--- src/design/rfs_defines.svh ---
// rfs_defines.svh: bit positions, addresses and reset values of the rf synthesizer control words
// assumes: included by bare name from the package and the design modules
`ifndef RFS_DEFINES_SVH
`define RFS_DEFINES_SVH

`define RFS_WORD_W        24
`define RFS_ADDR_LSB      0
`define RFS_ADDR_MSB      1
`define RFS_ADDR_DIV      2'h0
`define RFS_ADDR_OUT      2'h1
`define RFS_FN_LSB        2
`define RFS_FN_MSB        12
`define RFS_SW_LSB        13
`define RFS_SW_MSB        15
`define RFS_BIN_LSB       16
`define RFS_BIN_MSB       19
`define RFS_LOCK_SEL_BIT  21
`define RFS_DEF_SEL_BIT   23
`define RFS_OFFSET_BIT    2
`define RFS_PWR_BIT       3
`define RFS_LEVEL_LSB     4
`define RFS_LEVEL_MSB     5
`define RFS_BIN_MIN       4'h2
`define RFS_FN_MAX_REF0   11'h77f
`define RFS_FN_MAX_REF1   11'h7af
`define RFS_RST_FN        11'h000
`define RFS_RST_SW        3'h0
`define RFS_RST_BIN       4'h2
`define RFS_RST_LOCK_SEL  1'b0
`define RFS_RST_DEF_SEL   1'b1
`define RFS_RST_OFFSET    1'b0
`define RFS_RST_PWR       1'b0
`define RFS_RST_LEVEL     2'h0

`endif

--- src/design/rfs_pkg.sv ---
// rfs_pkg.sv: types for the rf synthesizer control words
// assumes: rfs_defines.svh on the include path
`include "rfs_defines.svh"

package rfs_pkg;

	typedef struct packed {
		logic        default_if_select;
		logic        lock_out_select;
		logic [3:0]  binary_count;
		logic [2:0]  swallow_count;
		logic [10:0] frac_numerator;
	} rfs_div_t;

	typedef struct packed {
		logic [1:0] buffer_level;
		logic       rf_power_enable;
		logic       offset_enable;
	} rfs_out_t;

	typedef enum logic [1:0] {
		RFS_IDLE  = 2'b01,
		RFS_SHIFT = 2'b10
	} rfs_state_t;

endpackage

--- src/design/rfs_ctrl_regs.sv ---
// rfs_ctrl_regs.sv: divider and output control words of the rf synthesizer
// assumes: host drives ser_clk, ser_data, latch_enable synchronous to ref_clk
// Overview of operation
// - numerator from bits 12..2, msb at 12
// - swallow count from bits 15..13, 0..7
// - binary count bits 19..16, host writes 2..15
// - bit 21: lock pin ground or, with rf power enabled, lock status
// - bit 23 selects default if counters
// - address 01 loads output control word
// - bit 2 enables +5 khz offset
// - bit 3 zero powers down pll and vco
// - bits 5..4 select output buffer level
// - msb first shifting, load on latch rise
// - address 00 loads divider control word
`timescale 1ns/1ps
`include "rfs_defines.svh"

module rfs_ctrl_regs
	import rfs_pkg::*;
#(
	parameter int WORD_W = `RFS_WORD_W
) (
	input  wire logic        ref_clk,
	input  wire logic        arst_n,
	input  wire logic        ser_clk,
	input  wire logic        ser_data,
	input  wire logic        latch_enable,
	input  wire logic        lock_detect,
	input  wire logic        ref_freq_select,
	output logic             lock_out_pin,
	output rfs_div_t         div_ctrl,
	output rfs_out_t         out_ctrl,
	output logic             rf_pll_power,
	output logic             rf_vco_power,
	output logic             fn_range_error,
	output logic             bin_range_error
);

	logic [WORD_W-1:0] word;
	logic              load;
	rfs_div_t          div_ff;
	rfs_div_t          nxt_div;
	rfs_out_t          out_ff;
	rfs_out_t          nxt_out;
	logic              lock_ff;
	logic              nxt_lock;

	function automatic logic [1:0] addr_of(input logic [WORD_W-1:0] w);
		addr_of = w[`RFS_ADDR_MSB:`RFS_ADDR_LSB];
	endfunction

	// latch strobe aimed at one control word
	function automatic logic load_to(input logic ld, input logic [WORD_W-1:0] w, input logic [1:0] a);
		load_to = ld && (addr_of(w) == a);
	endfunction

	rfs_shifter #(
		.WORD_W (WORD_W)
	) u_shifter (
		.ref_clk      (ref_clk),
		.arst_n       (arst_n),
		.ser_clk      (ser_clk),
		.ser_data     (ser_data),
		.latch_enable (latch_enable),
		.word         (word),
		.load         (load)
	);

	always_comb begin
		nxt_div = div_ff;
		nxt_out = out_ff;
		if (load_to(load, word, `RFS_ADDR_DIV)) begin
			nxt_div.frac_numerator    = word[`RFS_FN_MSB:`RFS_FN_LSB];
			nxt_div.swallow_count     = word[`RFS_SW_MSB:`RFS_SW_LSB];
			nxt_div.binary_count      = word[`RFS_BIN_MSB:`RFS_BIN_LSB];
			nxt_div.lock_out_select   = word[`RFS_LOCK_SEL_BIT];
			nxt_div.default_if_select = word[`RFS_DEF_SEL_BIT];
		end
		if (load_to(load, word, `RFS_ADDR_OUT)) begin
			nxt_out.offset_enable   = word[`RFS_OFFSET_BIT];
			nxt_out.rf_power_enable = word[`RFS_PWR_BIT];
			nxt_out.buffer_level    = word[`RFS_LEVEL_MSB:`RFS_LEVEL_LSB];
		end
		// lock pin held at ground unless lock status is selected and rf power is enabled
		nxt_lock = div_ff.lock_out_select & lock_detect & out_ff.rf_power_enable;
	end

	always_ff @(posedge ref_clk or negedge arst_n) begin
		if (!arst_n) begin
			div_ff  <= '{default_if_select: `RFS_RST_DEF_SEL, lock_out_select: `RFS_RST_LOCK_SEL,
				binary_count: `RFS_RST_BIN, swallow_count: `RFS_RST_SW, frac_numerator: `RFS_RST_FN};
			out_ff  <= '{buffer_level: `RFS_RST_LEVEL, rf_power_enable: `RFS_RST_PWR,
				offset_enable: `RFS_RST_OFFSET};
			lock_ff <= 1'b0;
		end else begin
			div_ff  <= nxt_div;
			out_ff  <= nxt_out;
			lock_ff <= nxt_lock;
		end
	end

	assign div_ctrl     = div_ff;
	assign out_ctrl     = out_ff;
	assign lock_out_pin = lock_ff;
	assign rf_pll_power = out_ff.rf_power_enable;
	assign rf_vco_power = out_ff.rf_power_enable;
	// flags for values the host must not program
	assign fn_range_error = ref_freq_select ? (div_ff.frac_numerator > `RFS_FN_MAX_REF1)
		: (div_ff.frac_numerator > `RFS_FN_MAX_REF0);
	assign bin_range_error = div_ff.binary_count < `RFS_BIN_MIN;

	a_div_load_fields: assert property (
		@(posedge ref_clk) disable iff (!arst_n)
		load_to(load, word, `RFS_ADDR_DIV)
		|=> div_ff.frac_numerator == $past(word[`RFS_FN_MSB:`RFS_FN_LSB])
		&& div_ff.swallow_count == $past(word[`RFS_SW_MSB:`RFS_SW_LSB]))
		else $error("divider word fields not loaded");

	a_fn_msb_pos: assert property (
		@(posedge ref_clk) disable iff (!arst_n)
		load_to(load, word, `RFS_ADDR_DIV)
		|=> div_ff.frac_numerator[10] == $past(word[`RFS_FN_MSB]))
		else $error("numerator msb not taken from its bit");

	a_fn_lsb_pos: assert property (
		@(posedge ref_clk) disable iff (!arst_n)
		load_to(load, word, `RFS_ADDR_DIV)
		|=> div_ff.frac_numerator[0] == $past(word[`RFS_FN_LSB]))
		else $error("numerator lsb not taken from its bit");

	a_fn_hold: assert property (
		@(posedge ref_clk) disable iff (!arst_n)
		!load_to(load, word, `RFS_ADDR_DIV)
		|=> $stable(div_ff.frac_numerator))
		else $error("numerator changed without a divider load");

	a_fn_err_ref0: assert property (
		@(posedge ref_clk) disable iff (!arst_n)
		!ref_freq_select
		|-> fn_range_error == (div_ff.frac_numerator > `RFS_FN_MAX_REF0))
		else $error("numerator range flag wrong at lower reference");

	a_fn_err_ref1: assert property (
		@(posedge ref_clk) disable iff (!arst_n)
		ref_freq_select
		|-> fn_range_error == (div_ff.frac_numerator > `RFS_FN_MAX_REF1))
		else $error("numerator range flag wrong at upper reference");

	a_swallow_hold: assert property (
		@(posedge ref_clk) disable iff (!arst_n)
		!load
		|=> $stable(div_ff) && $stable(out_ff))
		else $error("control word changed without a load");

	a_swallow_load: assert property (
		@(posedge ref_clk) disable iff (!arst_n)
		load_to(load, word, `RFS_ADDR_DIV)
		|=> div_ff.swallow_count == $past(word[`RFS_SW_MSB:`RFS_SW_LSB]))
		else $error("swallow count not loaded");

	a_sw_hold: assert property (
		@(posedge ref_clk) disable iff (!arst_n)
		!load_to(load, word, `RFS_ADDR_DIV)
		|=> $stable(div_ff.swallow_count))
		else $error("swallow count changed without a divider load");

	a_bin_load: assert property (
		@(posedge ref_clk) disable iff (!arst_n)
		load_to(load, word, `RFS_ADDR_DIV)
		|=> div_ff.binary_count == $past(word[`RFS_BIN_MSB:`RFS_BIN_LSB]))
		else $error("binary count not loaded");

	a_bin_msb_pos: assert property (
		@(posedge ref_clk) disable iff (!arst_n)
		load_to(load, word, `RFS_ADDR_DIV)
		|=> div_ff.binary_count[3] == $past(word[`RFS_BIN_MSB]))
		else $error("binary count msb not taken from its bit");

	a_bin_err: assert property (
		@(posedge ref_clk) disable iff (!arst_n)
		1'b1
		|-> bin_range_error == (div_ff.binary_count < `RFS_BIN_MIN))
		else $error("binary count range flag wrong");

	a_lock_ground: assert property (
		@(posedge ref_clk) disable iff (!arst_n)
		!div_ff.lock_out_select
		|=> !lock_out_pin)
		else $error("lock pin not held at ground");

	a_lock_sel_load: assert property (
		@(posedge ref_clk) disable iff (!arst_n)
		load_to(load, word, `RFS_ADDR_DIV)
		|=> div_ff.lock_out_select == $past(word[`RFS_LOCK_SEL_BIT]))
		else $error("lock select not loaded");

	a_lock_sel_hold: assert property (
		@(posedge ref_clk) disable iff (!arst_n)
		!load_to(load, word, `RFS_ADDR_DIV)
		|=> $stable(div_ff.lock_out_select))
		else $error("lock select changed without a divider load");

	a_lock_follow: assert property (
		@(posedge ref_clk) disable iff (!arst_n)
		div_ff.lock_out_select && out_ff.rf_power_enable
		|=> lock_out_pin == $past(lock_detect))
		else $error("lock pin does not follow lock status");

	a_def_sel_load: assert property (
		@(posedge ref_clk) disable iff (!arst_n)
		load_to(load, word, `RFS_ADDR_DIV)
		|=> div_ff.default_if_select == $past(word[`RFS_DEF_SEL_BIT]))
		else $error("default select not loaded");

	a_def_sel_hold: assert property (
		@(posedge ref_clk) disable iff (!arst_n)
		!load_to(load, word, `RFS_ADDR_DIV)
		|=> $stable(div_ff.default_if_select))
		else $error("default select changed without a divider load");

	a_out_load: assert property (
		@(posedge ref_clk) disable iff (!arst_n)
		load_to(load, word, `RFS_ADDR_OUT)
		|=> out_ff.offset_enable == $past(word[`RFS_OFFSET_BIT])
		&& out_ff.buffer_level == $past(word[`RFS_LEVEL_MSB:`RFS_LEVEL_LSB]))
		else $error("output word not loaded");

	a_addr_unused: assert property (
		@(posedge ref_clk) disable iff (!arst_n)
		load && word[`RFS_ADDR_MSB]
		|=> $stable(div_ff) && $stable(out_ff))
		else $error("word with unused address changed a control word");

	a_out_addr_only: assert property (
		@(posedge ref_clk) disable iff (!arst_n)
		!load_to(load, word, `RFS_ADDR_OUT)
		|=> $stable(out_ff))
		else $error("output word loaded at wrong address");

	a_offset_load: assert property (
		@(posedge ref_clk) disable iff (!arst_n)
		load_to(load, word, `RFS_ADDR_OUT)
		|=> out_ff.offset_enable == $past(word[`RFS_OFFSET_BIT]))
		else $error("offset enable not loaded");

	a_power_follow: assert property (
		@(posedge ref_clk) disable iff (!arst_n)
		load_to(load, word, `RFS_ADDR_OUT)
		|=> rf_pll_power == $past(word[`RFS_PWR_BIT])
		&& rf_vco_power == $past(word[`RFS_PWR_BIT]))
		else $error("power enable not applied");

	a_pwr_load: assert property (
		@(posedge ref_clk) disable iff (!arst_n)
		load_to(load, word, `RFS_ADDR_OUT)
		|=> out_ff.rf_power_enable == $past(word[`RFS_PWR_BIT]))
		else $error("power enable bit not loaded");

	a_lock_off_power: assert property (
		@(posedge ref_clk) disable iff (!arst_n)
		!out_ff.rf_power_enable
		|=> !lock_out_pin)
		else $error("lock pin high while powered down");

	a_level_stable: assert property (
		@(posedge ref_clk) disable iff (!arst_n)
		load_to(load, word, `RFS_ADDR_DIV)
		|=> $stable(out_ctrl.buffer_level))
		else $error("buffer level changed by divider load");

	a_level_load: assert property (
		@(posedge ref_clk) disable iff (!arst_n)
		load_to(load, word, `RFS_ADDR_OUT)
		|=> out_ff.buffer_level == $past(word[`RFS_LEVEL_MSB:`RFS_LEVEL_LSB]))
		else $error("buffer level not loaded");

	a_level_hold: assert property (
		@(posedge ref_clk) disable iff (!arst_n)
		!load_to(load, word, `RFS_ADDR_OUT)
		|=> $stable(out_ff.buffer_level))
		else $error("buffer level changed without an output load");

	a_div_addr_only: assert property (
		@(posedge ref_clk) disable iff (!arst_n)
		!load_to(load, word, `RFS_ADDR_DIV)
		|=> $stable(div_ff))
		else $error("divider word loaded at wrong address");

endmodule

--- src/design/rfs_shifter.sv ---
// rfs_shifter.sv: 24-bit serial input shift register with latch-enable edge detect
// assumes: serial pins already synchronous to ref_clk
`timescale 1ns/1ps
`include "rfs_defines.svh"

module rfs_shifter
	import rfs_pkg::*;
#(
	parameter int WORD_W = `RFS_WORD_W
) (
	input  wire logic              ref_clk,
	input  wire logic              arst_n,
	input  wire logic              ser_clk,
	input  wire logic              ser_data,
	input  wire logic              latch_enable,
	output logic [WORD_W-1:0]      word,
	output logic                   load
);

	logic [WORD_W-1:0] shift_ff;
	logic [WORD_W-1:0] nxt_shift;
	logic              sclk_ff;
	logic              le_ff;
	logic              nxt_load;
	logic              load_ff;
	rfs_state_t        state_ff;
	rfs_state_t        nxt_state;

	always_comb begin
		nxt_shift = shift_ff;
		nxt_state = state_ff;
		// msb arrives first, so shift toward the top
		if (ser_clk && !sclk_ff) begin
			nxt_shift = {shift_ff[WORD_W-2:0], ser_data};
			nxt_state = RFS_SHIFT;
		end
		nxt_load = latch_enable && !le_ff;
		if (nxt_load) begin
			nxt_state = RFS_IDLE;
		end
		case (state_ff)
			RFS_IDLE:  ;
			RFS_SHIFT: ;
			default:   nxt_state = RFS_IDLE;
		endcase
	end

	always_ff @(posedge ref_clk or negedge arst_n) begin
		if (!arst_n) begin
			shift_ff <= '0;
			sclk_ff  <= 1'b0;
			le_ff    <= 1'b0;
			load_ff  <= 1'b0;
			state_ff <= RFS_IDLE;
		end else begin
			shift_ff <= nxt_shift;
			sclk_ff  <= ser_clk;
			le_ff    <= latch_enable;
			load_ff  <= nxt_load;
			state_ff <= nxt_state;
		end
	end

	assign word = shift_ff;
	assign load = nxt_load;

	a_load_one_cycle: assert property (
		@(posedge ref_clk) disable iff (!arst_n)
		load |=> !load)
		else $error("latch load lasted more than one cycle");

	a_shift_msb_first: assert property (
		@(posedge ref_clk) disable iff (!arst_n)
		(ser_clk && !sclk_ff) |=> (shift_ff[0] == $past(ser_data)
		&& shift_ff[WORD_W-1:1] == $past(shift_ff[WORD_W-2:0])))
		else $error("serial bit not shifted in at the bottom");

endmodule

--- config.mk ---
export PLATFORM = sky130hd
export DESIGN_NAME = rfs_ctrl_regs
export DESIGN_NICKNAME = d
export VERILOG_FILES = /design/src/design/rfs_pkg.sv /design/src/design/rfs_ctrl_regs.sv /design/src/design/rfs_shifter.sv
export VERILOG_INCLUDE_DIRS = /design/src /design/src/design
export SDC_FILE = /design/constraint.sdc
export NUM_CORES = 1
export LEC_CHECK = 0
export BUFFER_PORTS_ARGS = -buffer_cell sky130_fd_sc_hd__buf_2
export CELL_PAD_IN_SITES_DETAIL_PLACEMENT = 0
export CELL_PAD_IN_SITES_GLOBAL_PLACEMENT = 1
export CORE_UTILIZATION = 25
export CTS_CLUSTER_DIAMETER = 40
export DETAILED_ROUTE_END_ITERATION = 12
export GPL_TIMING_DRIVEN = 0
export PLACE_DENSITY = 0.46
export SKIP_LAST_GASP = 1
export SYNTH_ARGS = -nofsm -noshare
export SYNTH_HDL_FRONTEND = slang
export SYNTH_SLANG_ARGS = --single-unit
--- constraint.sdc ---
create_clock -name ref_clk -period 3.55 [get_ports ref_clk]
set_input_delay 0.1775 -clock ref_clk [delete_from_list [all_inputs] [get_ports ref_clk]]
set_output_delay 0.1775 -clock ref_clk [all_outputs]
set_load 0.05 [all_outputs]
==> results_dict.tcl <==
set metrics [dict create \
    status "complete, no violations" \
    drv_cap 0 \
    synth_compound_area_share_pct 0.321 \
    place.gp.congestion 0.667 \
    grt_overflow 0 \
    grt_max_degree 52 \
    p_sw_uw 773 \
    fin_util_pct 31.9 \
    finClkSkew_ns 0.00210 \
    synth.distinct_cells 16 \
    fin_nets 165 \
    min_path_type "in2reg" \
    rsz0062_at_grt "no" \
    regArea_um2 1280 \
    ys_ff_latch 51 \
    irDropWorstVdd_uv 355 \
    seq_area_frac_synth_pct 65.6 \
    postLayoutCellArea_um2 2360 \
    numPortBuffers 35 \
    clk_path_buf_depth 2 \
    power.density_nw_per_um2 822 \
    grt_usage_pct 8.92 \
    drtAntennaViolNets 0 \
    synth_xor_area_share_pct 0 \
    clk_pin_slew_ns 0.09 \
    die_h_um 90.3 \
    arrival_ns 1.64 \
    p_int_uw 1170 \
    vias 1058 \
    clock_latency_ns 0.30 \
    synth-warning-count 0 \
    diodes 0 \
    period_share_pct 41.0 \
    placed_area_um2 2250 \
    h-tree-depth 2 \
    min_from "latch_enable" \
    synth_top_family_by_area "multiplexers" \
    critPathMaxFanout 10 \
    initial_utilization_pct 26.3 \
    die-area_um2 8160 \
    hold_end "u_shifter.le_ff$_DFF_PN0_" \
    syn_inst 115 \
    first_global_vias 1063 \
    numCtsBuffers 5 \
    syn_area_um2 1950 \
    p_leak_uw 0.00116 \
    preCtsSetupSlack_ns 2.11 \
    startpoint_type "input port" \
    hold_path_depth 1 \
    grt_pass1_wl_mm 5.61 \
    setup_viol 0 \
    required_ns 3.74 \
    fp.dieW_um 90.3 \
    path_class "in2reg" \
    drv_slew 0 \
    synthMuxAreaShare_pct 27.7 \
    max_freq_ghz 0.687 \
    layout-area-overhead-vs-synth_pct 21.0 \
    slew-limit-headroom_pct 25.4 \
    combPwrFrac_pct 36.1 \
    drtIter0Drc 32 \
    power_frac_clock_pct 18.6 \
    netSwitchingFraction_pct 39.9 \
    rrSetupSlack_ns 2.12 \
    tritoncts "done" \
    coreArea_um2 7410 \
    rows 31 \
    finalCriticalPeriod_ns 1.45 \
    worst_pin_slew_ns 1.12 \
    sequentialPowerShare_pct 45.3 \
    fin_ws_ns 2.10 \
    end_kind "flip-flop" \
    drc 0 \
    finalHoldViolations 0 \
    multiInputGateArea_um2 611 \
    root_buffer "clkbuf_8" \
    r2r_cells 3 \
    timing.rr.start "u_shifter.word[0]$_DFFE_PN0P_" \
    hpwl_mm 2.27 \
    synth_simple_gate_area_share_pct 3.27 \
    synth-adder-area-share_pct 0 \
    avgSynthCellArea_um2 17.0 \
    routed_wl_mm 3.29 \
    fill_cells 747 \
    r2r_end "div_ctrl[13]$_DFFE_PN0P_" \
    finalSetupTns_ns 0 \
    dr.pass1.iters 2 \
    ios 36 \
    wl_per_cell_um 12.8 \
    antenna_found_initial 0 \
    drive_gt1_share_pct 62.9 \
    cts.sinks 51 \
    vias_per_cell 4.10 \
    syn-num-nets 122 \
]
[through the flow]
step / cells / total power [uW] / hold slack, ns
4_1_cts: 258 / 1970 / 0.00452
3_3_place_gp: 249 / 1590 / 0.299
3_5_place_dp: 249 / 1610 / 0.302
5_1_grt: 258 / 2040 / 0.00319
6_report: 258 / 1940 / 0.0155
2_1_floorplan: 115 / 1420 / -0.118
[state kept, by name, indices dropped and copies added (netlist names)]
name,cells
u_shifter.word,24
lock_out_pin,1
u_shifter.le_ff,1
div_ctrl,20
u_shifter.sclk_ff,1
rf_pll_power,1
out_ctrl,3
[area by class of cell]
class	instances	share of cell area, %
Timing Repair Buffer	36	7.85
Buffer	7	2.44
Inverter	1	0.159
Multi-Input combinational cell	56	25.9
Sequential cell	51	54.2
Tap cell	99	5.25
Clock buffer	8	4.24
[Yosys cell counts]
| library cell | instances | share of area (%) |
|---|---|---|
| dfstp_2 | 2 | 2.7 |
| buf_6 | 2 | 1.2 |
| buf_2 | 1 | 0.26 |
| nand2_1 | 1 | 0.19 |
| nand4_1 | 1 | 0.32 |
| and3_1 | 1 | 0.32 |
| mux2_1 | 1 | 0.58 |
| mux2_2 | 47 | 27 |
| nor4b_4 | 1 | 1.2 |
| buf_4 | 4 | 1.5 |
| and4bb_2 | 1 | 0.64 |
| nor2b_1 | 1 | 0.32 |
| dfrtp_1 | 49 | 63 |
| nor3_1 | 1 | 0.26 |
| inv_1 | 1 | 0.19 |
| a31oi_1 | 1 | 0.32 |
[cells by family after synthesis]
family                 Yosys count
AO/OA/AOI/OAI                    1
buffers and inverters            8
flip-flops                      51
multiplexers                    48
AND/OR/NAND/NOR                  7
[critical path, stage by stage]
cell and delay, ns:
dlygate4sd3_1 0.52, buf_2 0.10, nor2b_1 0.11, buf_2 0.17
buf_4 0.21, mux2_2 0.35
[placed cells by master (no fill, tap or decap), drive strengths merged]
master	n
a31oi	1
and3	1
and4bb	1
buf	42
clkbuf	8
dfrtp	49
dfstp	2
dlygate4sd3	1
inv	1
mux2	48
nand2	1
nand4	1
nor2b	1
nor3	1
nor4b	1
[power by group through the flow]
stage / clock network, uW / logic [uW] / registers [uW]
after global routing: 395 / 732 / 916
after detailed placement: 0 / 710 / 896
after floorplan: 0 / 247 / 1180
after global placement: 0 / 704 / 889
final: 360 / 700 / 878
after CTS: 378 / 711 / 885
[how the worst max path moves through the flow]
stage	from	end	slack (ns)	cells after the start
after global placement	u_shifter.word[0]$_DFFE_PN0P_	div_ctrl[18]$_DFFE_PN0P_	2.13	3
after CTS	ser_clk	u_shifter.word[12]$_DFFE_PN0P_	2.09	6
after global routing	ser_clk	u_shifter.word[10]$_DFFE_PN0P_	2.02	6
final	ser_clk	u_shifter.word[12]$_DFFE_PN0P_	2.10	6
after floorplan	div_ctrl[16]$_DFFE_PN0P_	bin_range_error	1.65	1
after detailed placement	u_shifter.word[0]$_DFFE_PN0P_	div_ctrl[13]$_DFFE_PN0P_	2.11	3
[metal layers]
| layer | vias to the layer above | share of wire, % | GRT usage (%) |
|---|---|---|---|
| li1 | 492 | - | - |
| met1 | 540 | 46 | 12.0 |
| met2 | 24 | 48 | 12.8 |
| met3 | 2 | 4.8 | 3.28 |
| met4 | 0 | 1.0 | 4.03 |
| met5 | - | 0 | 0 |
[timing repair]
item	CTS	global route
resized for setup	0	0
buffers inserted	0	0
hold buffers	1	0
endpoints found under the hold margin	1	0
endpoints found under the setup margin	0	0
No activity file was read; power rests on OpenSTA's default activity.
